### config.mk
export PLATFORM = sky130hd
export DESIGN_NAME = sadc_sequencer
export DESIGN_NICKNAME = d
export VERILOG_FILES = /design/src/common/sadc_pkg.sv /design/src/hdl/sadc_sar_core.sv /design/src/hdl/sadc_sequencer.sv
export SDC_FILE = /design/constraint.sdc
export NUM_CORES = 1
export LEC_CHECK = 0
export BUFFER_PORTS_ARGS = -buffer_cell sky130_fd_sc_hd__buf_2
export CAP_MARGIN = 40
export CORE_MARGIN = 5
export CORE_UTILIZATION = 29
export DETAILED_ROUTE_END_ITERATION = 7
export GPL_TIMING_DRIVEN = 0
export PLACE_DENSITY = 0.55
export REMOVE_ABC_BUFFERS = 1
export SLEW_MARGIN = 10
export SYNTH_ARGS = -nofsm -noshare
export SYNTH_HDL_FRONTEND = slang
export SYNTH_SLANG_ARGS = --single-unit
### constraint.sdc
create_clock -name clock -period 4 [get_ports clock]
set_input_delay 0.8 -clock clock [delete_from_list [all_inputs] [get_ports clock]]
set_output_delay 0.8 -clock clock [all_outputs]
set_load 0.005 [all_outputs]
### src/common/sadc_pkg.sv
// constants shared by the converter sequencer and its approximation core
package sadc_pkg;
    // ==========================================
    // timing: the main oscillator is the block clock
    localparam int CLK_PERIOD_NS  = 20;
    localparam int OSC_PERIOD_NS  = 20;
    localparam int START_WAIT_OSC = 16;
    localparam int START_WAIT_NS  = START_WAIT_OSC * OSC_PERIOD_NS;
    // longest time, rounds down
    localparam int START_WAIT_CYC = START_WAIT_NS / CLK_PERIOD_NS;
    localparam int CONV_OSC       = 168;
    localparam int CONV_NS        = CONV_OSC * OSC_PERIOD_NS;
    localparam int CONV_CYC       = CONV_NS / CLK_PERIOD_NS;
    localparam int ADC_BITS       = 8;
    localparam int SAMPLE_CYC     = 8;
    localparam int BIT_CYC        = (CONV_CYC - SAMPLE_CYC) / ADC_BITS;
    localparam logic [3:0] PRESC_LAST = 4'(START_WAIT_CYC - 1);

    // ==========================================
    // register byte offsets
    localparam logic [7:0] MODE_OFS     = 8'h00;
    localparam logic [7:0] RESULT_OFS   = 8'h04;
    localparam logic [7:0] CLKCTL_OFS   = 8'h08;
    localparam logic [7:0] IRQ_STAT_OFS = 8'h0C;
    localparam logic [7:0] IRQ_MASK_OFS = 8'h10;
    localparam logic [7:0] MODE_SET_OFS = 8'h14;
    localparam logic [7:0] MODE_CLR_OFS = 8'h18;

    // ==========================================
    // field positions
    localparam int CHAN_LSB     = 4;
    localparam int CHAN_MSB     = 6;
    localparam int START_BIT    = 3;
    localparam int DONE_BIT     = 2;
    localparam int CLK_STOP_BIT = 0;
    localparam int SUBCLK_BIT   = 1;
    localparam int DIV_LSB      = 2;
    localparam int DIV_MSB      = 3;
    localparam int IRQ_DONE     = 0;
    localparam int IRQ_RESTART  = 1;

    // ==========================================
    // values after reset
    localparam logic [7:0] MODE_RST     = 8'h04;
    localparam logic [7:0] RESULT_RST   = 8'h7F;
    localparam logic [3:0] CLKCTL_RST   = 4'h0;
    localparam logic [1:0] IRQ_MASK_RST = 2'h0;

    typedef enum logic [1:0] {CS_IDLE, CS_SAMPLE, CS_DECIDE} sadc_core_state_e;
endpackage

### src/hdl/sadc_sar_core.sv
// binary search engine: sample phase, then one bit decision per slot
`timescale 1ns/1ns
`default_nettype none
module sadc_sar_core #(
    parameter int W       = 8,
    parameter int SAMPLES = 8,
    parameter int BITSLOT = 20
) (
    // clock and reset
    input  wire logic         clock,
    input  wire logic         nrst,
    // control
    input  wire logic         step,
    input  wire logic         begin_i,
    input  wire logic         cmpAbove,
    // status and analog side
    output var  logic         busy,
    output var  logic         sampleHold,
    output var  logic [W-1:0] dacCode,
    output var  logic [W-1:0] result,
    output var  logic         donePulse
);
    sadc_pkg::sadc_core_state_e state;
    logic [7:0]   cnt;
    logic [W-1:0] trial;
    wire          slotEnd = (cnt == 8'(BITSLOT - 1));
    wire          sampEnd = (cnt == 8'(SAMPLES - 1));
    // comparator says input is at or above the trial code: keep the bit
    wire  [W-1:0] kept    = cmpAbove ? dacCode : (dacCode & ~trial);

    // ==========================================
    // search sequencer
    always_ff @(posedge clock or negedge nrst) begin
        if (!nrst) begin
            state      <= sadc_pkg::CS_IDLE;
            cnt        <= 8'h00;
            trial      <= '0;
            dacCode    <= '0;
            result     <= '0;
            sampleHold <= 1'b0;
            donePulse  <= 1'b0;
        end else if (step) begin
            donePulse <= 1'b0;
            if (begin_i) begin
                // restart drops whatever was in progress
                state      <= sadc_pkg::CS_SAMPLE;
                cnt        <= 8'h00;
                sampleHold <= 1'b1;
                dacCode    <= '0;
            end else begin
                unique case (state)
                    sadc_pkg::CS_IDLE: begin
                        cnt <= 8'h00;
                    end
                    sadc_pkg::CS_SAMPLE: begin
                        cnt <= sampEnd ? 8'h00 : cnt + 8'h01;
                        if (sampEnd) begin
                            sampleHold <= 1'b0;
                            state      <= sadc_pkg::CS_DECIDE;
                            trial      <= {1'b1, {(W-1){1'b0}}};
                            dacCode    <= {1'b1, {(W-1){1'b0}}};
                        end
                    end
                    sadc_pkg::CS_DECIDE: begin
                        cnt <= slotEnd ? 8'h00 : cnt + 8'h01;
                        if (slotEnd) begin
                            trial <= trial >> 1;
                            if (trial[0]) begin
                                result    <= kept;
                                dacCode   <= kept;
                                donePulse <= 1'b1;
                                state     <= sadc_pkg::CS_IDLE;
                            end else begin
                                dacCode <= kept | (trial >> 1);
                            end
                        end
                    end
                endcase
            end
        end
    end

    assign busy = (state != sadc_pkg::CS_IDLE);
endmodule
`default_nettype wire

### src/hdl/sadc_sequencer.sv
// converter sequencer: register file on APB, start timing, clock gating, result capture
//
// Functional notes
// - channel number comes from mode bits 6 to 4.
// - writing one to mode bit 3 starts a conversion; hardware then clears it.
// - at completion the result loads and mode bit 2 sets.
// - mode register resets to 04H: done flag one, rest zero.
// - mode written whole; done and start bits also set or cleared singly.
// - conversion begins within sixteen oscillator periods of the start bit.
// - done flag clears within sixteen periods of a start; software waits first.
// - one conversion takes 168 oscillator periods while the main clock runs.
// - result register reads 8 bits, ignores writes, resets to 7FH.
// - result built by binary search, one bit decision at a time.
// - eight inputs share one converter; one input per start.
// - selected input held at conversion start for the whole conversion.
// - converter stops while main clock stopped or subsystem clock halted.
//
// Chosen here: the register offsets and the APB register port.
`timescale 1ns/1ns
`default_nettype none
module sadc_sequencer #(
    parameter int ADDR_W = 8
) (
    // clock, reset, enable
    input  wire logic              clock,
    input  wire logic              nrst,
    input  wire logic              clkEn,
    // apb slave
    input  wire logic              psel,
    input  wire logic              penable,
    input  wire logic              pwrite,
    input  wire logic [ADDR_W-1:0] paddr,
    input  wire logic [31:0]       pwdata,
    output var  logic [31:0]       prdata,
    output var  logic              pready,
    output var  logic              pslverr,
    // processor halt state, same clock domain
    input  wire logic              cpuHalt,
    // analog front end
    input  wire logic              cmpAbove,
    output var  logic [2:0]        analogInputSel,
    output var  logic              sampleHold,
    output var  logic [7:0]        dacCode,
    // interrupt
    output var  logic              irq
);
    // ==========================================
    // state
    logic [2:0] chanSel;
    logic       startBit;
    logic       doneFlag;
    logic [7:0] result;
    logic [3:0] clkCtl;
    logic [1:0] irqStat;
    logic [1:0] irqMask;
    logic [3:0] presc;
    logic       cmpMeta;
    logic       cmpSync;
    logic       coreBusy;
    logic       coreHold;
    logic [7:0] coreDac;
    logic [7:0] coreResult;
    logic       coreDone;

    // ==========================================
    // apb decode
    wire [7:0] addrLo    = 8'(paddr);
    wire       setupPh   = psel & ~penable;
    wire       wrAcc     = psel & penable & pready & pwrite & clkEn;
    wire       hitMode   = (addrLo == sadc_pkg::MODE_OFS);
    wire       hitResult = (addrLo == sadc_pkg::RESULT_OFS);
    wire       hitClk    = (addrLo == sadc_pkg::CLKCTL_OFS);
    wire       hitStat   = (addrLo == sadc_pkg::IRQ_STAT_OFS);
    wire       hitMask   = (addrLo == sadc_pkg::IRQ_MASK_OFS);
    wire       hitSet    = (addrLo == sadc_pkg::MODE_SET_OFS);
    wire       hitClr    = (addrLo == sadc_pkg::MODE_CLR_OFS);
    wire       addrHit   = hitMode | hitResult | hitClk | hitStat
                         | hitMask | hitSet | hitClr;
    wire       modeWr    = wrAcc & hitMode;
    wire       setWr     = wrAcc & hitSet;
    wire       clrWr     = wrAcc & hitClr;
    wire       wDone     = pwdata[sadc_pkg::DONE_BIT];
    wire       wStart    = pwdata[sadc_pkg::START_BIT];

    wire [7:0] modeRead  = {1'b0, chanSel, startBit, doneFlag, 2'b00};
    wire [7:0] readByte  = (hitMode | hitSet | hitClr) ? modeRead
                         : hitResult ? result
                         : hitClk    ? {4'h0, clkCtl}
                         : hitStat   ? {6'h00, irqStat}
                         : hitMask   ? {6'h00, irqMask}
                         : 8'h00;

    // ==========================================
    // run gating: converter runs only from a live main clock
    wire clkStop = clkCtl[sadc_pkg::CLK_STOP_BIT];
    wire subClk  = clkCtl[sadc_pkg::SUBCLK_BIT];
    wire runOk   = ~clkStop & ~(subClk & cpuHalt);
    wire step    = clkEn & runOk;

    // ==========================================
    // start and completion events
    // start only on a prescaler tick, which bounds the begin delay
    wire presTick   = (presc == sadc_pkg::PRESC_LAST);
    wire beginConv  = step & startBit & presTick;
    wire startSetWr = (modeWr | setWr) & wStart;
    // a completion raced by a fresh start request is stale and discarded
    // gated by step: a completion pulse held through a halt counts once
    wire doneEv     = step & coreDone & ~startBit & ~startSetWr;
    wire restartEv  = beginConv & coreBusy;

    // ==========================================
    // mode register next values
    logic       next_startBit;
    logic       next_doneFlag;
    logic [2:0] next_chanSel;

    always_comb begin
        next_chanSel  = chanSel;
        next_startBit = startBit;
        next_doneFlag = doneFlag;
        if (beginConv) begin
            next_startBit = 1'b0;
        end
        if (modeWr) begin
            next_chanSel  = pwdata[sadc_pkg::CHAN_MSB:sadc_pkg::CHAN_LSB];
            next_startBit = wStart;
            next_doneFlag = wDone;
        end
        if (setWr & wStart) begin
            next_startBit = 1'b1;
        end
        if (setWr & wDone) begin
            next_doneFlag = 1'b1;
        end
        if (clrWr & wStart) begin
            next_startBit = 1'b0;
        end
        if (clrWr & wDone) begin
            next_doneFlag = 1'b0;
        end
        if (startSetWr) begin
            next_doneFlag = 1'b0;
        end
        if (doneEv) begin
            next_doneFlag = 1'b1;
        end
    end

    always_ff @(posedge clock or negedge nrst) begin
        if (!nrst) begin
            chanSel  <= sadc_pkg::MODE_RST[sadc_pkg::CHAN_MSB:sadc_pkg::CHAN_LSB];
            startBit <= sadc_pkg::MODE_RST[sadc_pkg::START_BIT];
            doneFlag <= sadc_pkg::MODE_RST[sadc_pkg::DONE_BIT];
        end else if (clkEn) begin
            chanSel  <= next_chanSel;
            startBit <= next_startBit;
            doneFlag <= next_doneFlag;
        end
    end

    // ==========================================
    // result, clock control, input latch
    always_ff @(posedge clock or negedge nrst) begin
        if (!nrst) begin
            result         <= sadc_pkg::RESULT_RST;
            clkCtl         <= sadc_pkg::CLKCTL_RST;
            analogInputSel <= 3'h0;
        end else if (clkEn) begin
            if (doneEv) begin
                result <= coreResult;
            end
            if (wrAcc & hitClk) begin
                clkCtl <= pwdata[3:0];
            end
            if (beginConv) begin
                analogInputSel <= chanSel;
            end
        end
    end

    // ==========================================
    // prescaler and comparator synchroniser
    always_ff @(posedge clock or negedge nrst) begin
        if (!nrst) begin
            presc   <= 4'h0;
            cmpMeta <= 1'b0;
            cmpSync <= 1'b0;
        end else if (clkEn) begin
            cmpMeta <= cmpAbove;
            cmpSync <= cmpMeta;
            if (runOk) begin
                presc <= presc + 4'h1;
            end
        end
    end

    // ==========================================
    // interrupt status, write one to clear, set wins
    wire [1:0] irqEv  = {restartEv, doneEv};
    wire [1:0] irqClr = (wrAcc & hitStat) ? pwdata[1:0] : 2'b00;

    always_ff @(posedge clock or negedge nrst) begin
        if (!nrst) begin
            irqStat <= 2'b00;
            irqMask <= sadc_pkg::IRQ_MASK_RST;
            irq     <= 1'b0;
        end else if (clkEn) begin
            irqStat <= (irqStat & ~irqClr) | irqEv;
            if (wrAcc & hitMask) begin
                irqMask <= pwdata[1:0];
            end
            irq <= |(irqStat & irqMask);
        end
    end

    // ==========================================
    // apb answer: ready in the first access cycle
    always_ff @(posedge clock or negedge nrst) begin
        if (!nrst) begin
            pready  <= 1'b0;
            pslverr <= 1'b0;
            prdata  <= 32'h0000_0000;
        end else if (clkEn) begin
            pready  <= setupPh;
            pslverr <= setupPh & ~addrHit;
            prdata  <= (setupPh & ~pwrite) ? {24'h000000, readByte} : 32'h0000_0000;
        end
    end

    // ==========================================
    // approximation core
    sadc_sar_core #(
        .W       (sadc_pkg::ADC_BITS),
        .SAMPLES (sadc_pkg::SAMPLE_CYC),
        .BITSLOT (sadc_pkg::BIT_CYC)
    ) u_core (
        .clock      (clock),
        .nrst       (nrst),
        .step       (step),
        .begin_i    (beginConv),
        .cmpAbove   (cmpSync),
        .busy       (coreBusy),
        .sampleHold (coreHold),
        .dacCode    (coreDac),
        .result     (coreResult),
        .donePulse  (coreDone)
    );

    assign sampleHold = coreHold;
    assign dacCode    = coreDac;

    // ==========================================
    // checking helpers
    logic [7:0] waitCnt;
    logic [8:0] convCnt;

    always_ff @(posedge clock or negedge nrst) begin
        if (!nrst) begin
            waitCnt <= 8'h00;
            convCnt <= 9'h000;
        end else begin
            if (!startBit) begin
                waitCnt <= 8'h00;
            end else if (step & ~beginConv) begin
                waitCnt <= waitCnt + 8'h01;
            end
            if (beginConv) begin
                convCnt <= 9'h000;
            end else if (step & coreBusy) begin
                convCnt <= convCnt + 9'h001;
            end
        end
    end
endmodule
`default_nettype wire

==> results of run 1 <==
state kept, by name, summed over array words and instances, names as in the netlist, 2 cells and up:
name and flops:
analogInputSel 3, chanSel 3, clkCtl 4, irqMask 2
irqStat 2, prdata 8, presc 4, result 8
u_core.cnt 8, u_core.dacCode 8, u_core.result 8, u_core.state 2
u_core.trial 8
final cells by class:
class	instances	area, sq um
clock buffers	9	225
clock inverters	7	87.6
fillers	1414	9100
inverters	24	90.1
multi-input cells	262	1840
flip-flops and latches	77	1940
well taps	180	225
repair buffers	47	263
synth_stat cells (6+ instances only):
library cell  count
a221o_1           7
a32o_1            7
and3_1            7
buf_4            24
clkbuf_1         10
dfrtp_1          69
dfstp_2           8
inv_1            23
mux2_2           20
mux2i_1          18
nand2_1          38
nand2b_1         12
nand3_1          21
nand4_1           7
nor2b_1          10
o21ai_0           9
or3_1             6
cells by family (layout without fill, tap and decap cells):
| kind of cell | Yosys count | count (layout) | share of synthesized area [%] |
|---|---|---|---|
| flops | 77 | 77 | 48.1 |
| mux | 40 | 40 | 10.6 |
| xor+xnor | 3 | 3 | 0.652 |
| buf+inv | 65 | 87 | 8.45 |
| other cells | 1 | 24 | 0.0931 |
| simple gates | 132 | 132 | 19.0 |
| compound gates | 58 | 58 | 11.5 |
| fa+ha+maj | 5 | 5 | 1.55 |
worst min path at each step:
stage	from	end	slack [ns]	cells past startpoint
after floorplan	u_core.donePulse	u_core.donePulse	0.45	1
after global placement	u_core.donePulse	u_core.donePulse	0.46	1
after detailed placement	u_core.donePulse	u_core.donePulse	0.47	1
after CTS	nrst	cmpSync	0.36	1
after global routing	nrst	cmpSync	0.38	1
final	nrst	cmpSync	0.36	1
per-stage QoR:
step | setup slack, ns | hold WS [ns] | utilization [%] | std cells | area [sq um]
floorplan | 1.57 | 0.450 | - | 363 | 3860
global placement | 0.857 | 0.458 | 31.3 | 588 | 4310
detailed placement | 1.02 | 0.467 | 31.6 | 590 | 4360
CTS | 1.00 | 0.356 | 33.9 | 606 | 4670
global route | 0.729 | 0.376 | 33.9 | 606 | 4670
finish | 1.02 | 0.356 | 33.9 | 606 | 4670
worst reg2reg max path, stage by stage (launching register included):
cell and delay (ns):
dfrtp_1 0.38, inv_1 0.10, ha_1 0.69, nand2b_1 0.12
o22ai_1 0.72, and3_1 0.64, mux2i_1 0.24
layer usage:
layer,global-route usage (%),vias up
li1,-,1402
met3,2.75,11
met1,16.4,1428
met5,0,-
met2,16.4,82
met4,3.93,0
power groups by stage:
stage / logic (mW) / clock network [mW] / registers [mW]
floorplan: 0.155 / 0 / 0.900
CTS: 0.232 / 0.876 / 0.907
global placement: 0.222 / 0 / 0.917
global route: 0.269 / 0.908 / 0.917
detailed placement: 0.231 / 0 / 0.921
finish: 0.231 / 0.852 / 0.908
==> run_results.csv, run 1 <==
group,metric,value,unit
status,outcome,"completed",
die,die_w,128,um
sta,maxSlewHeadroom,38.3,%
setup_path,r2r-end,"u_core.trial[7]",
cells_and_area,final_cell_mix,"dfrtp_1 (69), buf_2 (44), nand2_1 (38)",
setup_path,reg2reg_depth,6,
routing,routed_wl,9070,um
setup_path,path_class,"reg2reg",
sta,worst_pin_slew,0.926,ns
placement,port-buffer-count,45,
power,p_seq_share,45.6,%
power,p_sw,0.561,mW
routing,vias,2923,
setup_path,crit_family,"simple AND/OR/NAND/NOR gates",
cts,clock_path_buffers,2,
cts,clock_latency,0.33,ns
cells_and_area,area_growth_syn_to_layout,15.9,%
die,coreArea,13800,sq um
routing,wl_met1,4440,um
cts,numCtsBuffers,9,
cells_and_area,n_antenna_cell,0,
routing,drc,0,
setup_path,endpoint,"u_core.trial[7]",
global_routing,grtUsageTotal,11.3,%
cts,clk_pin_slew_worst_paths,0.07,ns
die,pin_count,95,
routing,wire_per_inst,15.0,um
yosys,yosys_warnings,0,
cts,htree_levels,3,
sta,fin_crit_sh,74.6,%
yosys,syn_inst,381,
sta,setup_viol,0,
cells_and_area,drive_gt1_share,23.9,%
power,vdd_drop_max,0.271,mV
yosys,syn_area,4030,sq um
routing,dr.max_layer_used,"met4",
yosys,ys_async_sr_fraction,100,%
routing,drtIter0Drc,301,
yosys,synth_seq_cells,77,
cts,cts_tree,"built",
power,clkPwrFrac,42.8,%
power,p_int,1.43,mW
sta,rsz0062_at_grt,"false",
setup_path,slowest_delay,0.72,ns
global_routing,grt_pass1_vias,2837,
setup_path,critPathArrivalTime,3.23,ns
cts,cts_num_sinks,77,
cts,postCtsHoldBufs,0,
cells_and_area,layout.nets,474,
yosys,synth_top_area_share,42.9,%
sta,max_freq,335,MHz
worst_hold_path,hold_class,"in2async",
yosys,yosys.area.top_type,"dfrtp_1",
global_routing,grt_overflow,0,
setup_path,cp.depth,6,
global_routing,grt_pass1_wl,15000,um
yosys,synthFlopType,"dfrtp_1",
cts,cts-root-buf,"clkbuf_16",
global_routing,grt_antenna_before_repair,0,
power,switching_share,28.2,%
die,die-area,16300,sq um
power,p_comb_share,11.6,%
power,p_leak,2.15,nW
cells_and_area,final_common_cell,"dfrtp_1",
setup_path,cp.required,4.25,ns
sta,period_needed,2.98,ns
routing,vias_per_cell,4.82,
flow_run,cap_violations,0,
sta,fin_setup_tns,0,ns
yosys,synth_area_leaders,"dfrtp_1 (43%), mux2_2 (5.6%), dfstp_2 (5.2%)",
die,die_height,128,um
routing,drt_pre_antenna_iters,4,
setup_path,r2r_setup_slack,1.02,ns
placement,place_congestion,0.784,
yosys,ys_seq_area_share,48.1,%
yosys,postSynthAreaPerCell,10.6,sq um
setup_path,critPathCaptureType,"register",
placement,hpwlAfterDp,6470,um
setup_path,timing.rr.start,"u_core.state[0]",
routing,drtAntennaViolNets,0,
setup_path,critical_path.startpoint,"u_core.state[0]",
power,power_density,426,nW/um^2
sta,maxSlewViolCount,0,
die,start_util,29.2,%
setup_path,worstPathCellList,"inv_1 -> ha_1 -> nand2b_1 -> o22ai_1 -> and3_1 -> mux2i_1",
yosys,synth-edff-count,0,
yosys,ys_types,56,
routing,route.met3.wl,522,um
setup_path,crit_fanout,23,
setup_path,cp_slowest_cell,"o22ai_1",
setup_path,path_buf_inv,1,
cts,post_cts_buffers,0,
sta,finClkSkew,0.00853,ns
global_routing,grt_max_degree,58,
power,finalPower,1.99,mW
routing,wl_met2,3980,um
die,rows,43,
setup_path,cp-start-kind,"register",
sta,finalHoldViolCount,0,
cts,postCtsResizedCells,0,
(Power assumes the default switching activity.)
==> inputs of run 2 (changes only) <==
--- a/config.mk
+++ b/config.mk
@@ -11,7 +11,7 @@
 export CORE_UTILIZATION = 29
 export DETAILED_ROUTE_END_ITERATION = 7
 export GPL_TIMING_DRIVEN = 0
-export PLACE_DENSITY = 0.55
+export PLACE_DENSITY = 0.57
 export REMOVE_ABC_BUFFERS = 1
 export SLEW_MARGIN = 10
 export SYNTH_ARGS = -nofsm -noshare
==> constraint.sdc (replaced) <==
create_clock -name clock -period 2.5 [get_ports clock]
set_input_delay 0.5 -clock clock [delete_from_list [all_inputs] [get_ports clock]]
set_output_delay 0.5 -clock clock [all_outputs]
set_load 0.005 [all_outputs]
==> run_results.csv, run 2 (synthesis gave the netlist of run 1 again) <==
group,metric,value,unit
sta,rsz0062_at_grt,"false",
power,clkPwrFrac,42.4,%
cts,numCtsBuffers,9,
cells_and_area,layout.nets,474,
power,p_comb_share,11.7,%
sta,setup_slack,0.218,ns
cells_and_area,multiInputGateArea,1860,sq um
die,die-area,16300,sq um
setup_path,worstPathCellList,"or3_1 -> nor4_4 -> buf_4 -> and3_2 -> mux2i_1",
power,switching_share,27.9,%
routing,drt_pre_antenna_iters,5,
placement,port-buffer-count,45,
die,rows,43,
cells_and_area,stdcell_count,606,
status,outcome,"completed",
sta,max_freq,438,MHz
cells_and_area,area_growth_syn_to_layout,16.2,%
setup_path,r2r_setup_slack,0.22,ns
cts,clk_pin_slew_worst_paths,0.06,ns
power,p_leak,2.14,nW
cells_and_area,final_common_cell,"dfrtp_1",
cts,htree_levels,3,
setup_path,cp-start-kind,"register",
setup_path,slowest_delay,0.46,ns
cts,cts-root-buf,"clkbuf_16",
power,vdd_drop_max,0.259,mV
routing,dr.max_layer_used,"met4",
setup_path,critPathCaptureType,"register",
setup_path,cp.required,2.75,ns
power,p_int,2.28,mW
sta,maxSlewViolCount,0,
setup_path,crit_fanout,8,
sta,period_needed,2.28,ns
cells_and_area,stdcell_area,4680,sq um
sta,maxSlewHeadroom,44.2,%
sta,setup_viol,0,
routing,drtAntennaViolNets,0,
routing,drtIter0Drc,338,
global_routing,grt_pass1_wl,14900,um
die,die_height,128,um
routing,vias_per_cell,4.92,
power,p_sw,0.884,mW
routing,route.met3.wl,623,um
cts,clock_latency,0.34,ns
cells_and_area,final_cell_mix,"dfrtp_1 (69), buf_2 (44), nand2_1 (38)",
sta,finalHoldViolCount,0,
routing,vias,2980,
cells_and_area,n_fill_cell,1422,
flow_run,cap_violations,0,
placement,placedInstanceArea,4360,sq um
setup_path,path_class,"reg2reg",
global_routing,grtUsageTotal,11.3,%
placement,place_congestion,0.775,
cts,cts_num_sinks,77,
global_routing,grt_overflow,0,
placement,dp_cells,590,
power,p_seq_share,45.9,%
worst_hold_path,hold_class,"in2async",
routing,wl_met1,4230,um
die,coreArea,13800,sq um
cells_and_area,drive_gt1_share,24.6,%
routing,routed_wl,8880,um
global_routing,grt_max_degree,61,
cells_and_area,seqCellArea,1940,sq um
die,start_util,29.2,%
power,finalPower,3.16,mW
placement,post-place-ws,-0.444,ns
global_routing,grt_antenna_before_repair,0,
sta,worst_pin_slew,0.835,ns
global_routing,grt_pass1_vias,2888,
placement,hpwlAfterDp,6310,um
die,pin_count,95,
routing,wl_met2,3950,um
cts,postCtsHoldBufs,0,
sta,fin_crit_sh,91.3,%
routing,wire_per_inst,14.7,um
sta,hold_ws,0.0362,ns
setup_path,cp_slowest_cell,"or3_1",
sta,finClkSkew,0.00777,ns
cts,clock_path_buffers,2,
cts,cts_tree,"built",
cells_and_area,n_antenna_cell,0,
routing,drc,0,
setup_path,critPathArrivalTime,2.54,ns
die,die_w,128,um
power,power_density,676,nW/um^2
-- run 2: final cells by class --
cell class / instances / area share, %
flip-flops and latches: 77 / 41.4
clock buffers: 9 / 4.81
multi-input cells: 262 / 39.7
well taps: 180 / 4.81
repair buffers: 47 / 5.61
clock inverters: 7 / 1.74
inverters: 24 / 1.92
-- run 2: repair_timing --
action | 4_1_cts | 5_1_grt
resized for setup | 3 | 1
endpoints found under the setup margin | 16 | 8
setup buffers | 0 | 0
-- run 2: metal layers --
layer	vias to the layer above	GRT usage (%)
li1	1412	-
met1	1462	15.7
met2	101	16.6
met3	5	3.88
met4	0	3.12
met5	-	0
-- run 2: path summary, 6_finish.rpt --
kind                                  startpoint               end  cells past startpoint
worst min-delay path                        nrst   u_core.trial[4]                      1
worst max register to register     u_core.cnt[5]   u_core.trial[6]                      5
worst max-delay path               u_core.cnt[5]   u_core.trial[6]                      5
max in group asynchronous                   nrst         result[0]                      2
worst min register to register  u_core.donePulse  u_core.donePulse                      1
min in group clock                     pwdata[5]        chanSel[1]                      2
-- run 2: power by group through the flow --
| stage | clock network, mW | registers (mW) | logic, mW |
|---|---|---|---|
| 2_1_floorplan | 0 | 1.44 | 0.248 |
| 3_3_place_gp | 0 | 1.47 | 0.355 |
| 3_5_place_dp | 0 | 1.47 | 0.367 |
| 4_1_cts | 1.38 | 1.45 | 0.375 |
| 5_1_grt | 1.44 | 1.47 | 0.432 |
| 6_report | 1.34 | 1.45 | 0.371 |
-- run 2: through the flow --
step,setup TNS [ns],utilization [%]
2_1_floorplan,0,-
3_3_place_gp,-7.46,31.3
3_5_place_dp,-5.22,31.6
4_1_cts,0,34.0
5_1_grt,0,34.0
6_report,0,34.0
-- run 2: critical path: cells and delay by family, from the launching register on --
family | cells | cell delay, ns
buffers and inverters | 1 | 0.24
flip-flops | 1 | 0.45
multiplexers | 1 | 0.22
AND/OR/NAND/NOR | 3 | 1.28
==> inputs of run 3 (changes only) <==
--- a/config.mk
+++ b/config.mk
@@ -9,6 +9,7 @@
 export CAP_MARGIN = 40
 export CORE_MARGIN = 5
 export CORE_UTILIZATION = 29
+export CTS_BUF_LIST = sky130_fd_sc_hd__clkbuf_8
 export DETAILED_ROUTE_END_ITERATION = 7
 export GPL_TIMING_DRIVEN = 0
 export PLACE_DENSITY = 0.57
==> run_results.csv, run 3 (synthesis gave the netlist of run 1 again) <==
group,metric,value,unit
sta,rsz0062_at_grt,"false",
die,die_w,128,um
die,rows,43,
die,die_height,128,um
sta,period_needed,2.31,ns
setup_path,critPathCaptureType,"register",
global_routing,grt_antenna_before_repair,0,
setup_path,cp.required,2.74,ns
power,p_leak,2.10,nW
setup_path,critPathArrivalTime,2.55,ns
setup_path,cp-start-kind,"register",
cells_and_area,n_antenna_cell,0,
routing,drc,0,
routing,wire_per_inst,14.7,um
routing,drt_pre_antenna_iters,5,
sta,maxSlewHeadroom,42.0,%
cells_and_area,final_cell_mix,"dfrtp_1 (69), buf_2 (44), nand2_1 (38)",
global_routing,grt_max_degree,61,
setup_path,slowest_delay,0.65,ns
sta,fin_setup_tns,0,ns
sta,setup_viol,0,
cts,htree_levels,3,
cells_and_area,final_common_cell,"dfrtp_1",
placement,hpwlAfterDp,6310,um
placement,place_congestion,0.775,
cts,clk_pin_slew_worst_paths,0.09,ns
setup_path,cp_slowest_cell,"nand3_1",
cells_and_area,layout.nets,474,
global_routing,grt_pass1_wl,14800,um
power,power_density,614,nW/um^2
cts,cts_tree,"built",
cells_and_area,fin_util,33.3,%
die,die-area,16300,sq um
sta,worst_pin_slew,0.868,ns
global_routing,grtUsageTotal,11.1,%
setup_path,path_class,"reg2reg",
setup_path,worstPathCellList,"ha_1 -> and4_1 -> nand3_1 -> nor4b_1 -> a31o_2",
sta,finalHoldViolCount,0,
cts,cts_num_sinks,77,
sta,max_freq,433,MHz
sta,maxSlewViolCount,0,
cts,numCtsBuffers,9,
sta,fin_crit_sh,92.4,%
power,vdd_drop_max,0.298,mV
routing,drtAntennaViolNets,0,
cts,clock_latency,0.35,ns
cells_and_area,drive_gt1_share,24.6,%
routing,vias,2986,
die,start_util,29.2,%
placement,port-buffer-count,45,
die,coreArea,13800,sq um
status,outcome,"completed",
sta,hold_ws,0.0242,ns
cells_and_area,multiInputGateArea,1860,sq um
routing,drtIter0Drc,362,
sta,finClkSkew,0.0122,ns
routing,routed_wl,8910,um
flow_run,cap_violations,0,
routing,vias_per_cell,4.93,
die,pin_count,95,
cells_and_area,n_fill_cell,1435,
cts,clock_path_buffers,2,
global_routing,grt_overflow,0,
cts,cts-root-buf,"clkbuf_8",
global_routing,grt_pass1_vias,2875,
cells_and_area,seqCellArea,1940,sq um
setup_path,crit_fanout,17,
cts,post_cts_buffers,0,
worst_hold_path,hold_class,"in2async",
cells_and_area,area_growth_syn_to_layout,13.7,%
==> run 3: cell counts in the layout (fill, tap and decap cells not counted) <==
Identical to the previous run, type by type.
==> run 3: per-layer routing <==
metal | vias to the layer above | share of wire [%] | GRT usage, %
li1 | 1414 | - | -
met1 | 1459 | 48 | 15.9
met2 | 100 | 43 | 16.3
met3 | 13 | 6.7 | 2.54
met4 | 0 | 2.1 | 4.37
met5 | - | 0 | 0
==> run 3: final cells by class <==
type                            count  share of cell area [%]
Tap cell                          180                    4.92
Timing Repair Buffer               47                    5.74
Clock buffer                        9                    2.70
Inverter                           24                    1.97
Sequential cell                    77                    42.3
Clock inverter                      7                    1.78
Multi-Input combinational cell    262                    40.6
==> run 3: worst max-delay path: cells and delay by family (launching register included) <==
kind | cells | cell delay (ns)
adders and majority gates | 1 | 0.21
and+or+nand+nor | 3 | 1.35
DFF | 1 | 0.40
AOI/OAI and AO/OA | 1 | 0.24
==> run 3: per-stage QoR <==
step           power, mW  instance area [sq um]  cells  worst slack, ns
2_1_floorplan       1.69                   3860    363            0.208
3_5_place_dp        1.84                   4360    590           -0.444
5_1_grt             2.97                   4580    606           0.0412
4_1_cts             2.84                   4580    606           0.0685
6_report            2.81                   4580    606            0.189
3_3_place_gp        1.82                   4310    588           -0.383
==> run 3: worst paths after layout <==
| path | from | endpoint | slack [ns] | cells after the start |
|---|---|---|---|---|
| worst min register to register | u_core.donePulse | u_core.donePulse | 0.48 | 1 |
| max in group asynchronous | nrst | result[0] | 1.86 | 2 |
| worst max register to register | presc[0] | u_core.dacCode[7] | 0.19 | 5 |
| min in group clock | pwdata[5] | chanSel[1] | 0.37 | 2 |
| worst max-delay path | presc[0] | u_core.dacCode[7] | 0.19 | 5 |
| worst min-delay path | nrst | u_core.trial[3] | 0.02 | 1 |
==> run 3: power by group <==
group / internal [mW] / switching, mW
registers: 1.33 / 0.119
logic: 0.157 / 0.214
clock network: 0.478 / 0.512
==> run 3: timing repair <==
| item | 4_1_cts | 5_1_grt |
|---|---|---|
| setup endpoints to repair | 16 | 8 |
| hold buffers | 0 | 0 |
| gates resized for setup | 3 | 1 |
